`config.mk`:
```
export PLATFORM = sky130hd
export DESIGN_NAME = gpio_irq
export DESIGN_NICKNAME = d
export VERILOG_FILES = /design/src/hdl/gpio_irq_pkg.sv /design/src/hdl/gpio_irq.sv
export SDC_FILE = /design/constraint.sdc
export NUM_CORES = 1
export LEC_CHECK = 0
export ABC_AREA = 0
export BUFFER_PORTS_ARGS = -buffer_cell sky130_fd_sc_hd__buf_2
export CORE_UTILIZATION = 50
export DETAILED_ROUTE_END_ITERATION = 12
export GPL_ROUTABILITY_DRIVEN = 0
export HOLD_SLACK_MARGIN = 0.05
export MAX_ROUTING_LAYER = met4
export PLACE_DENSITY = 0.7
export SKIP_LAST_GASP = 1
export SYNTH_ARGS = -nofsm -noshare
export SYNTH_HDL_FRONTEND = slang
export SYNTH_SLANG_ARGS = --single-unit
```
`constraint.sdc`:
```
create_clock -name clock -period 13.9 [get_ports clock]
set_clock_uncertainty 0.15 [all_clocks]
set_input_delay 2.78 -clock clock [delete_from_list [all_inputs] [get_ports clock]]
set_output_delay 2.78 -clock clock [all_outputs]
set_load 0.05 [all_outputs]
```
`src/hdl/gpio_irq_pkg.sv`:
```
// Package for the per-pin interrupt logic of ports A, B and F.
// Assumes a 32-bit AXI4-Lite register bus and a 50 MHz system clock.
package gpio_irq_pkg;
   localparam int PORTS = 3;
   localparam int PINS = 8;
   localparam int ADDR_W = 32;
   // Register byte addresses.
   localparam logic [31:0] F_KIND_ADDR = 32'h8084004C;
   localparam logic [31:0] F_POL_ADDR = 32'h80840050;
   localparam logic [31:0] F_CLR_ADDR = 32'h80840054;
   localparam logic [31:0] F_EN_ADDR = 32'h80840058;
   localparam logic [31:0] F_MASK_ADDR = 32'h8084005C;
   localparam logic [31:0] F_RAW_ADDR = 32'h80840060;
   localparam logic [31:0] F_DB_ADDR = 32'h80840064;
   localparam logic [31:0] A_KIND_ADDR = 32'h80840090;
   localparam logic [31:0] A_POL_ADDR = 32'h80840094;
   localparam logic [31:0] A_CLR_ADDR = 32'h80840098;
   localparam logic [31:0] A_EN_ADDR = 32'h8084009C;
   localparam logic [31:0] A_MASK_ADDR = 32'h808400A0;
   localparam logic [31:0] A_RAW_ADDR = 32'h808400A4;
   localparam logic [31:0] A_DB_ADDR = 32'h808400A8;
   localparam logic [31:0] B_KIND_ADDR = 32'h808400AC;
   localparam logic [31:0] B_POL_ADDR = 32'h808400B0;
   localparam logic [31:0] B_CLR_ADDR = 32'h808400B4;
   localparam logic [31:0] B_EN_ADDR = 32'h808400B8;
   localparam logic [31:0] B_MASK_ADDR = 32'h808400BC;
   localparam logic [31:0] B_RAW_ADDR = 32'h808400C0;
   localparam logic [31:0] B_DB_ADDR = 32'h808400C4;
   localparam logic [31:0] DRV_ADDR = 32'h808400C8;
   // Driver-type register fields.
   localparam int DRV_CLK_BIT = 0;
   localparam int DRV_DAT_BIT = 1;
   // Reset values.
   localparam logic [7:0] CFG_RESET = 8'h00;
   localparam logic [1:0] DRV_RESET = 2'h0;
   // AXI responses.
   localparam logic [1:0] RESP_OKAY = 2'h0;
   localparam logic [1:0] RESP_SLVERR = 2'h2;
   // Debounce tick derived from the system clock.
   localparam int CLOCK_HZ = 50000000;
   localparam int DEBOUNCE_HZ = 128;
   localparam int DEBOUNCE_DIV = CLOCK_HZ / DEBOUNCE_HZ;

   typedef struct packed {
      logic [7:0] kind;
      logic [7:0] pol;
      logic [7:0] en;
      logic [7:0] db;
   } port_cfg_t;

   typedef struct packed {
      logic [ADDR_W-1:0] addr;
      logic [31:0] data;
      logic [3:0] strb;
   } wr_req_t;
endpackage

```
`src/hdl/gpio_irq.sv`:
```
// Pin interrupt logic for ports A, B and F with an AXI4-Lite slave.
// Assumes pins arrive asynchronously and the direction register lives
// elsewhere; its bits are taken in on pin_dir.
//
// Behaviour
// - Kind bit: 0 level, 1 edge
// - Polarity bit: 1 rising/high, 0 falling/low
// - Reset clears kind and polarity registers
// - Writing 1 to clear register clears edge
// - Disabling interrupt mode clears pin interrupt
// - Debounce bit enables pin debouncing
// - Debounce through two stages at 128 Hz
// - Raw status ignores enable; edge raw status is cleared here while its enable bit is 0
// - Level raw status follows active pin level
// - Edge raw status latches until cleared
// - Debounced input feeds raw status
// - Masked status is raw gated by enable
// - Only low eight bits carry fields
// - Driver bit set means open drain
// - Bit 1 data pin, bit 0 clock pin
// - Enable makes pin an interrupt source
// - Reset leaves low-level sensitivity
//
// Our own choice: the AXI4-Lite interface to the registers.
`timescale 1ns/10ps
module gpio_irq
   import gpio_irq_pkg::*;
(
   // Clock and reset.
   input wire logic clock,
   input wire logic reset_n,
   // AXI4-Lite write address.
   input wire logic [gpio_irq_pkg::ADDR_W-1:0] awaddr,
   input wire logic awvalid,
   output logic awready,
   // AXI4-Lite write data.
   input wire logic [31:0] wdata,
   input wire logic [3:0] wstrb,
   input wire logic wvalid,
   output logic wready,
   // AXI4-Lite write response.
   output logic [1:0] bresp,
   output logic bvalid,
   input wire logic bready,
   // AXI4-Lite read.
   input wire logic [gpio_irq_pkg::ADDR_W-1:0] araddr,
   input wire logic arvalid,
   output logic arready,
   output logic [31:0] rdata,
   output logic [1:0] rresp,
   output logic rvalid,
   input wire logic rready,
   // Port pins, index 0 = A, 1 = B, 2 = F.
   input wire logic [2:0][7:0] pin_in,
   input wire logic [2:0][7:0] pin_dir,
   // Per-port interrupt requests.
   output logic [2:0] port_irq,
   // Serial ROM pins, driven by the ROM interface elsewhere.
   input wire logic rom_clock_drive,
   input wire logic rom_data_drive,
   output logic rom_clock_pin_out,
   output logic rom_clock_pin_oe,
   output logic rom_data_pin_out,
   output logic rom_data_pin_oe
);
   import gpio_irq_pkg::*;

   port_cfg_t cfg_r [PORTS];
   logic [7:0] raw_r [PORTS];
   logic [7:0] sync1_r [PORTS];
   logic [7:0] sync2_r [PORTS];
   logic [7:0] sync3_r [PORTS];
   logic [7:0] stable_r [PORTS];
   logic [7:0] db1_r [PORTS];
   logic [7:0] db2_r [PORTS];
   logic [7:0] prev_r [PORTS];
   logic [7:0] clr_nxt [PORTS];
   logic [7:0] pin_eff [PORTS];
   logic [7:0] masked [PORTS];
   logic [1:0] drv_r;
   logic [25:0] tick_cnt_r;
   logic tick;

   // Write channel state.
   wr_req_t wr_r;
   logic aw_have_r;
   logic w_have_r;
   logic do_write;

   // 128 Hz debounce tick from the system clock.
   always_ff @(posedge clock)
   begin
      if (!reset_n)
         tick_cnt_r <= '0;
      else if (tick)
         tick_cnt_r <= '0;
      else
         tick_cnt_r <= tick_cnt_r + 26'h0000001;
   end
   assign tick = (tick_cnt_r == 26'(DEBOUNCE_DIV - 1));

   // Write address and data are accepted in either order.
   assign awready = !aw_have_r && !bvalid;
   assign wready = !w_have_r && !bvalid;
   assign do_write = aw_have_r && w_have_r && !bvalid;

   always_ff @(posedge clock)
   begin
      if (!reset_n)
      begin
         aw_have_r <= 1'b0;
         w_have_r <= 1'b0;
         wr_r <= '0;
         bvalid <= 1'b0;
         bresp <= RESP_OKAY;
      end
      else
      begin
         if (awvalid && awready)
         begin
            aw_have_r <= 1'b1;
            wr_r.addr <= awaddr;
         end
         if (wvalid && wready)
         begin
            w_have_r <= 1'b1;
            wr_r.data <= wdata;
            wr_r.strb <= wstrb;
         end
         if (do_write)
         begin
            aw_have_r <= 1'b0;
            w_have_r <= 1'b0;
            bvalid <= 1'b1;
            bresp <= addr_ok(wr_r.addr, 1'b1) ? RESP_OKAY : RESP_SLVERR;
         end
         else if (bvalid && bready)
            bvalid <= 1'b0;
      end
   end

   // Index of the port whose registers an address hits, 3 if none.
   function automatic logic [1:0] port_of(input logic [31:0] a);
      logic [1:0] p;
      p = 2'h3;
      if (a >= F_KIND_ADDR && a <= F_DB_ADDR)
         p = 2'h2;
      if (a >= A_KIND_ADDR && a <= A_DB_ADDR)
         p = 2'h0;
      if (a >= B_KIND_ADDR && a <= B_DB_ADDR)
         p = 2'h1;
      return p;
   endfunction

   // Word offset within a port block, counted from its kind register.
   function automatic logic [2:0] slot_of(input logic [31:0] a);
      logic [31:0] base;
      base = A_KIND_ADDR;
      case (port_of(a))
         2'h1: base = B_KIND_ADDR;
         2'h2: base = F_KIND_ADDR;
         default: base = A_KIND_ADDR;
      endcase
      return 3'((a - base) >> 2);
   endfunction

   function automatic logic addr_ok(input logic [31:0] a, input logic wr);
      logic ok;
      ok = (a[1:0] == 2'h0) && ((port_of(a) != 2'h3) || a == DRV_ADDR);
      // Status registers take no writes.
      if (wr && port_of(a) != 2'h3 && slot_of(a) >= 3'h4 &&
          slot_of(a) != 3'h6)
         ok = 1'b0;
      return ok;
   endfunction

   // Configuration registers; only the low byte lane is stored.
   always_ff @(posedge clock)
   begin
      if (!reset_n)
      begin
         for (int p = 0; p < PORTS; p++)
            cfg_r[p] <= {CFG_RESET, CFG_RESET, CFG_RESET, CFG_RESET};
         drv_r <= DRV_RESET;
      end
      else if (do_write && addr_ok(wr_r.addr, 1'b1) && wr_r.strb[0])
      begin
         if (wr_r.addr == DRV_ADDR)
            drv_r <= wr_r.data[1:0];
         else
            for (int p = 0; p < PORTS; p++)
               if (port_of(wr_r.addr) == 2'(p))
                  case (slot_of(wr_r.addr))
                     3'h0: cfg_r[p].kind <= wr_r.data[7:0];
                     3'h1: cfg_r[p].pol <= wr_r.data[7:0];
                     3'h3: cfg_r[p].en <= wr_r.data[7:0];
                     3'h6: cfg_r[p].db <= wr_r.data[7:0];
                     default: ;
                  endcase
      end
   end

   // Edge-clear strobes, live for the single write cycle.
   always_comb
   begin
      for (int p = 0; p < PORTS; p++)
      begin
         clr_nxt[p] = 8'h00;
         if (do_write && wr_r.strb[0] && port_of(wr_r.addr) == 2'(p) &&
             slot_of(wr_r.addr) == 3'h2)
            clr_nxt[p] = wr_r.data[7:0];
      end
   end

   // Pin synchronisers, a two-sample agreement filter and the debounce chain.
   always_ff @(posedge clock)
   begin
      for (int p = 0; p < PORTS; p++)
      begin
         sync1_r[p] <= pin_in[p];
         sync2_r[p] <= sync1_r[p];
         sync3_r[p] <= sync2_r[p];
      end
   end

   always_ff @(posedge clock)
   begin
      if (!reset_n)
         for (int p = 0; p < PORTS; p++)
         begin
            stable_r[p] <= 8'h00;
            db1_r[p] <= 8'h00;
            db2_r[p] <= 8'h00;
         end
      else
         for (int p = 0; p < PORTS; p++)
         begin
            for (int i = 0; i < PINS; i++)
               if (sync2_r[p][i] == sync3_r[p][i])
                  stable_r[p][i] <= sync3_r[p][i];
            if (tick)
            begin
               db1_r[p] <= stable_r[p];
               db2_r[p] <= db1_r[p];
            end
         end
   end

   always_comb
   begin
      for (int p = 0; p < PORTS; p++)
         for (int i = 0; i < PINS; i++)
            pin_eff[p][i] = cfg_r[p].db[i] ? db2_r[p][i] : stable_r[p][i];
   end

   // Raw status: level follows the pin, edge latches until cleared.
   always_ff @(posedge clock)
   begin
      if (!reset_n)
         for (int p = 0; p < PORTS; p++)
         begin
            raw_r[p] <= 8'h00;
            prev_r[p] <= 8'h00;
         end
      else
         for (int p = 0; p < PORTS; p++)
         begin
            prev_r[p] <= pin_eff[p];
            for (int i = 0; i < PINS; i++)
            begin
               if (!cfg_r[p].kind[i])
                  raw_r[p][i] <= pin_eff[p][i] == cfg_r[p].pol[i];
               else if (cfg_r[p].pol[i] ? (pin_eff[p][i] && !prev_r[p][i])
                                         : (!pin_eff[p][i] && prev_r[p][i]))
                  raw_r[p][i] <= 1'b1;
               else if (clr_nxt[p][i] || !cfg_r[p].en[i])
                  raw_r[p][i] <= 1'b0;
            end
         end
   end

   always_comb
   begin
      for (int p = 0; p < PORTS; p++)
         masked[p] = raw_r[p] & cfg_r[p].en;
   end

   always_ff @(posedge clock)
   begin
      if (!reset_n)
         port_irq <= 3'h0;
      else
         for (int p = 0; p < PORTS; p++)
            port_irq[p] <= |masked[p];
   end

   // Read channel: one-cycle answer, reserved bits read zero.
   assign arready = !rvalid;

   always_ff @(posedge clock)
   begin
      if (!reset_n)
      begin
         rvalid <= 1'b0;
         rdata <= 32'h00000000;
         rresp <= RESP_OKAY;
      end
      else if (arvalid && arready)
      begin
         rvalid <= 1'b1;
         rresp <= addr_ok(araddr, 1'b0) ? RESP_OKAY : RESP_SLVERR;
         rdata <= 32'h00000000;
         if (araddr == DRV_ADDR)
            rdata <= {30'h00000000, drv_r};
         for (int p = 0; p < PORTS; p++)
            if (port_of(araddr) == 2'(p))
               case (slot_of(araddr))
                  3'h0: rdata <= {24'h000000, cfg_r[p].kind};
                  3'h1: rdata <= {24'h000000, cfg_r[p].pol};
                  3'h3: rdata <= {24'h000000, cfg_r[p].en};
                  3'h4: rdata <= {24'h000000, masked[p]};
                  3'h5: rdata <= {24'h000000, raw_r[p]};
                  3'h6: rdata <= {24'h000000, cfg_r[p].db};
                  default: rdata <= 32'h00000000;
               endcase
      end
      else if (rvalid && rready)
         rvalid <= 1'b0;
   end

   // Serial ROM pins: open drain drives only a low level.
   assign rom_clock_pin_out = rom_clock_drive;
   assign rom_clock_pin_oe = drv_r[DRV_CLK_BIT] ? !rom_clock_drive : 1'b1;
   assign rom_data_pin_out = rom_data_drive;
   assign rom_data_pin_oe = drv_r[DRV_DAT_BIT] ? !rom_data_drive : 1'b1;

   // The raw bit is judged against the inputs of the cycle before, so a
   // polarity write or a pin change in between does not trip the check.
   chk_level_follow: assert property (
      @(posedge clock) disable iff (!reset_n)
      !cfg_r[0].kind[0] && $stable(cfg_r[0]) && $stable(pin_eff[0][0])
      |=> raw_r[0][0] == ($past(pin_eff[0][0]) == $past(cfg_r[0].pol[0])))
      else $error("level raw status wrong");
   chk_edge_hold: assert property (
      @(posedge clock) disable iff (!reset_n)
      cfg_r[1].kind[2] && raw_r[1][2] && !clr_nxt[1][2] && cfg_r[1].en[2]
      && $stable(cfg_r[1].kind) |=> raw_r[1][2])
      else $error("edge status dropped");
   chk_edge_clear: assert property (
      @(posedge clock) disable iff (!reset_n)
      cfg_r[2].kind[3] && clr_nxt[2][3] && $stable(cfg_r[2].kind)
      && !(cfg_r[2].pol[3] ? (pin_eff[2][3] && !prev_r[2][3])
                           : (!pin_eff[2][3] && prev_r[2][3]))
      |=> !raw_r[2][3])
      else $error("edge clear ignored");
   // Watches the value that actually leaves on the read channel.
   chk_mask_gate: assert property (
      @(posedge clock) disable iff (!reset_n)
      $rose(rvalid) && $past(araddr) == A_MASK_ADDR
      |-> rdata[7:0] == ($past(raw_r[0]) & $past(cfg_r[0].en)))
      else $error("masked status wrong");
   chk_irq_any: assert property (
      @(posedge clock) disable iff (!reset_n)
      (|masked[1]) |=> port_irq[1])
      else $error("port request missing");
   chk_reset_cfg: assert property (
      @(posedge clock)
      !reset_n |=> cfg_r[2].kind == 8'h00 && cfg_r[2].pol == 8'h00)
      else $error("type regs not reset");
   chk_debounce_src: assert property (
      @(posedge clock) disable iff (!reset_n)
      cfg_r[2].db[0] && !cfg_r[2].kind[0]
      |=> raw_r[2][0] == ($past(db2_r[2][0]) == $past(cfg_r[2].pol[0])))
      else $error("debounce not used");
   chk_disable_clear: assert property (
      @(posedge clock) disable iff (!reset_n)
      cfg_r[1].kind[0] && !cfg_r[1].en[0] && $stable(cfg_r[1].kind)
      && !(cfg_r[1].pol[0] ? (pin_eff[1][0] && !prev_r[1][0])
                           : (!pin_eff[1][0] && prev_r[1][0]))
      |=> !raw_r[1][0])
      else $error("disabled edge not cleared");
   chk_open_drain: assert property (
      @(posedge clock) disable iff (!reset_n)
      drv_r[DRV_DAT_BIT] && rom_data_drive |-> !rom_data_pin_oe)
      else $error("open drain drives high");
endmodule

```
==> metrics.cfg <==
[finish]
area_growth_pct=13.59
diodes=0
layout-drive-gt1-share=0.1447
fill_cells=2815
finalInstanceArea_um2=19130
layout.nets=1904
most-common-layout-cells=nand2_1, edfxtp_1, dfxtp_1
final_cells=2211
mostFrequentLayoutCell=nand2_1

[clock_network]
clockRootBuffer=clkbuf_16
cts_resized=0
cts_buffers=39
cts.sinks=374
clk_path_buf_depth=3
insertion_delay_ns=0.54
cts_tree=yes
ctsHoldBuffers=0
clk_pin_slew_ns=0.06
cts_setup_buffers=0
h-tree-depth=2

[worst_setup_path]
startpoint_type=input port
crit_type=in2reg
r2r_cells=17
reg2reg_from=wr_r[55]
crit_arrival_ns=7.85
crit_path_cell_trace=buf_2 -> nor4_1 -> a21boi_1 -> or2b_1 -> nand2b_1 -> nand3_1 -> nand2_1 -> ha_1 -> fa_1 -> buf_4 -> nor2b_1 -> buf_4 -> and2_0 -> a222oi_1 -> a2111oi_2 -> a211o_1
crit_required_ns=14.17
path_max_fanout=35
worst_path_most_repeated_cell=buf_4
r2r-end=cfg_r[1][21]
cp.buffers_inverters=3
cp_slowest_stage_delay_ns=0.84
crit_path_top_delay_cell=a222oi_1
crit_path_end_kind=flip-flop
crit_family=simple AND/OR/NAND/NOR gates
ff2ff_setup_slack_ns=6.96

[routing]
wl_per_cell_um=18.87
dr.pass1.iters=6
viasPerCell=5.745
wl_um=41720
remaining_drc_errors=0
num_vias=12700
first_iter_violations=1331
ant_nets=0

[floorplanning]
dieHeight_um=185.5
ioPinCount=205
dieArea_um2=34430
rows=66
core_um2=32870
chipWidth_um=185.5
initial_utilization=0.5125

[sta]
hold_ws_ns=0.1727
relSlewSlack=0.2107
final_max_slew_viol_count=0
period_minus_slack_ns=7.584
max_slew.worst_pin.slew_ns=1.180
fmax_mhz=131.9
setup_viol=0
period_share=0.5456
tns_ns=0
hold_violations=0
grt_setup_unrepaired=no

[logic_synthesis]
synthesis.instances=1628
synth_area_um2=16840
yosys_warnings=0
ys_seq_area_frac=0.5586
ys_types=91
synth_edf_count=192
synth_seq_cells=374
synth_area_leader_cell=edfxtp_1
synthFlopType=edfxtp_1
yosys-top-cells-area=edfxtp_1, dfxtp_1, nand2_1
synth_top_area_frac=0.3423
synthArstFlopShare=0
synth_area_per_cell_um2=10.35

[worst_hold_path]
min_path_type=reg2reg
holdCritStartpoint=sync1_r[0][8]
hold_depth=0
hold_end=sync2_r[0][8]

[grt]
antenna_found_initial=0
grt-ovfl-total=0
grt_max_degree=93
grt_pass1_wl_um=64800
grt_pass1_vias=11930
grtUsageTotal=0.2519

[outcome]
status=completed

[place]
port_buffers=127
placed_area_um2=17800
dp.cells=2139
post-dp-hpwl_um=28920

[power]
power_leakage_nw=7.517
fin_total_pwr_mw=2.544
peakVddDrop_uv=114.1
powerDensity_nw_per_um2=133.0

[flow_run]
drv_cap=0

==> registers in the layout, indices dropped and copies added, names as in the netlist, 2 cells and up <==
signal      flops
rdata           8
prev_r         24
sync3_r        24
raw_r          24
port_irq        3
sync1_r        24
db1_r          24
drv_r           2
wr_r           41
stable_r       24
tick_cnt_r     26
db2_r          24
cfg_r          96
sync2_r        24
==> worst reg2reg max path, cell delays in order, from the launching register on <==
cell and delay, ns:
dfxtp_1 0.31, nor4_1 0.58, a21boi_0 0.18, o21ai_0 0.48
a22o_1 0.23, nand3_1 0.29, and2_1 0.30, ha_1 0.31
inv_1 0.07, ha_1 0.19, fa_1 0.50, nor2b_1 0.26
nor2_1 0.07, a2111oi_0 0.67, nand2_1 0.15, nor4_1 0.53
a22oi_1 0.33, nor2_1 0.96
==> synth_stat cells (all sizes together) (17+ instances only) <==
master  instances
and2           33
a31oi          17
buf            41
nand4          25
inv            36
o21ai          44
xor2           48
nor2          118
dfxtp         182
clkbuf         65
and3           80
nor2b          24
a21oi          80
mux2i          48
nor3           49
edfxtp        192
nand3          42
nand2         253
xnor2          29
==> cell type report <==
cell class,instances,area (um2),share of cell area
Sequential cell,374,9409,0.4918
Multi-Input combinational cell,1137,6894,0.3603
Clock buffer,55,1130,0.05905
Timing Repair Buffer,150,810.8,0.04238
Tap cell,442,553.0,0.02890
Clock inverter,17,201.4,0.01053
Inverter,36,135.1,0.007063
==> through the flow <==
stage,setup WS [ns],util
6_report,6.316,0.5822
5_1_grt,6.084,0.5822
4_1_cts,6.464,0.5822
3_5_place_dp,5.929,0.5416
3_3_place_gp,5.955,0.5416
2_1_floorplan,6.663,-
==> per-layer routing <==
layer,global-route usage,wire length (um),vias up
li1,-,-,6039
met1,0.3418,18190,5967
met2,0.3804,18120,588
met3,0.03913,3752,109
met4,0.09705,1649,0
met5,-,0,-
==> report_power, final <==
group | internal, mW | total, mW | switching (mW)
logic | 0.0753 | 0.224 | 0.149
clock network | 0.630 | 1.06 | 0.429
registers | 1.22 | 1.26 | 0.0444
total | 1.92 | 2.54 | 0.622
==> worst max path at each step <==
| stage | startpoint | endpoint | cells past startpoint |
|---|---|---|---|
| 6_report | araddr[22] | rdata[5] | 16 |
| 5_1_grt | araddr[22] | rdata[4] | 16 |
| 4_1_cts | araddr[27] | rdata[5] | 16 |
| 3_5_place_dp | araddr[27] | rdata[5] | 16 |
| 3_3_place_gp | araddr[27] | rdata[4] | 15 |
| 2_1_floorplan | araddr[27] | rdata[6] | 17 |
==> kinds of logic (layout without fill, tap and decap cells) <==
| logic type | after synthesis | count (layout) | synth area share |
|---|---|---|---|
| and+or+nand+nor | 708 | 708 | 0.2081 |
| buffers and inverters | 142 | 258 | 0.03989 |
| adders and majority gates | 9 | 9 | 0.007577 |
| DFF | 374 | 374 | 0.5586 |
| AOI/OAI and AO/OA | 253 | 253 | 0.1032 |
| other | 1 | 26 | 0.0002226 |
| xor gates and xnor gates | 78 | 78 | 0.04360 |
| muxes | 63 | 63 | 0.03878 |
No activity file was read; power rests on OpenSTA's default activity.
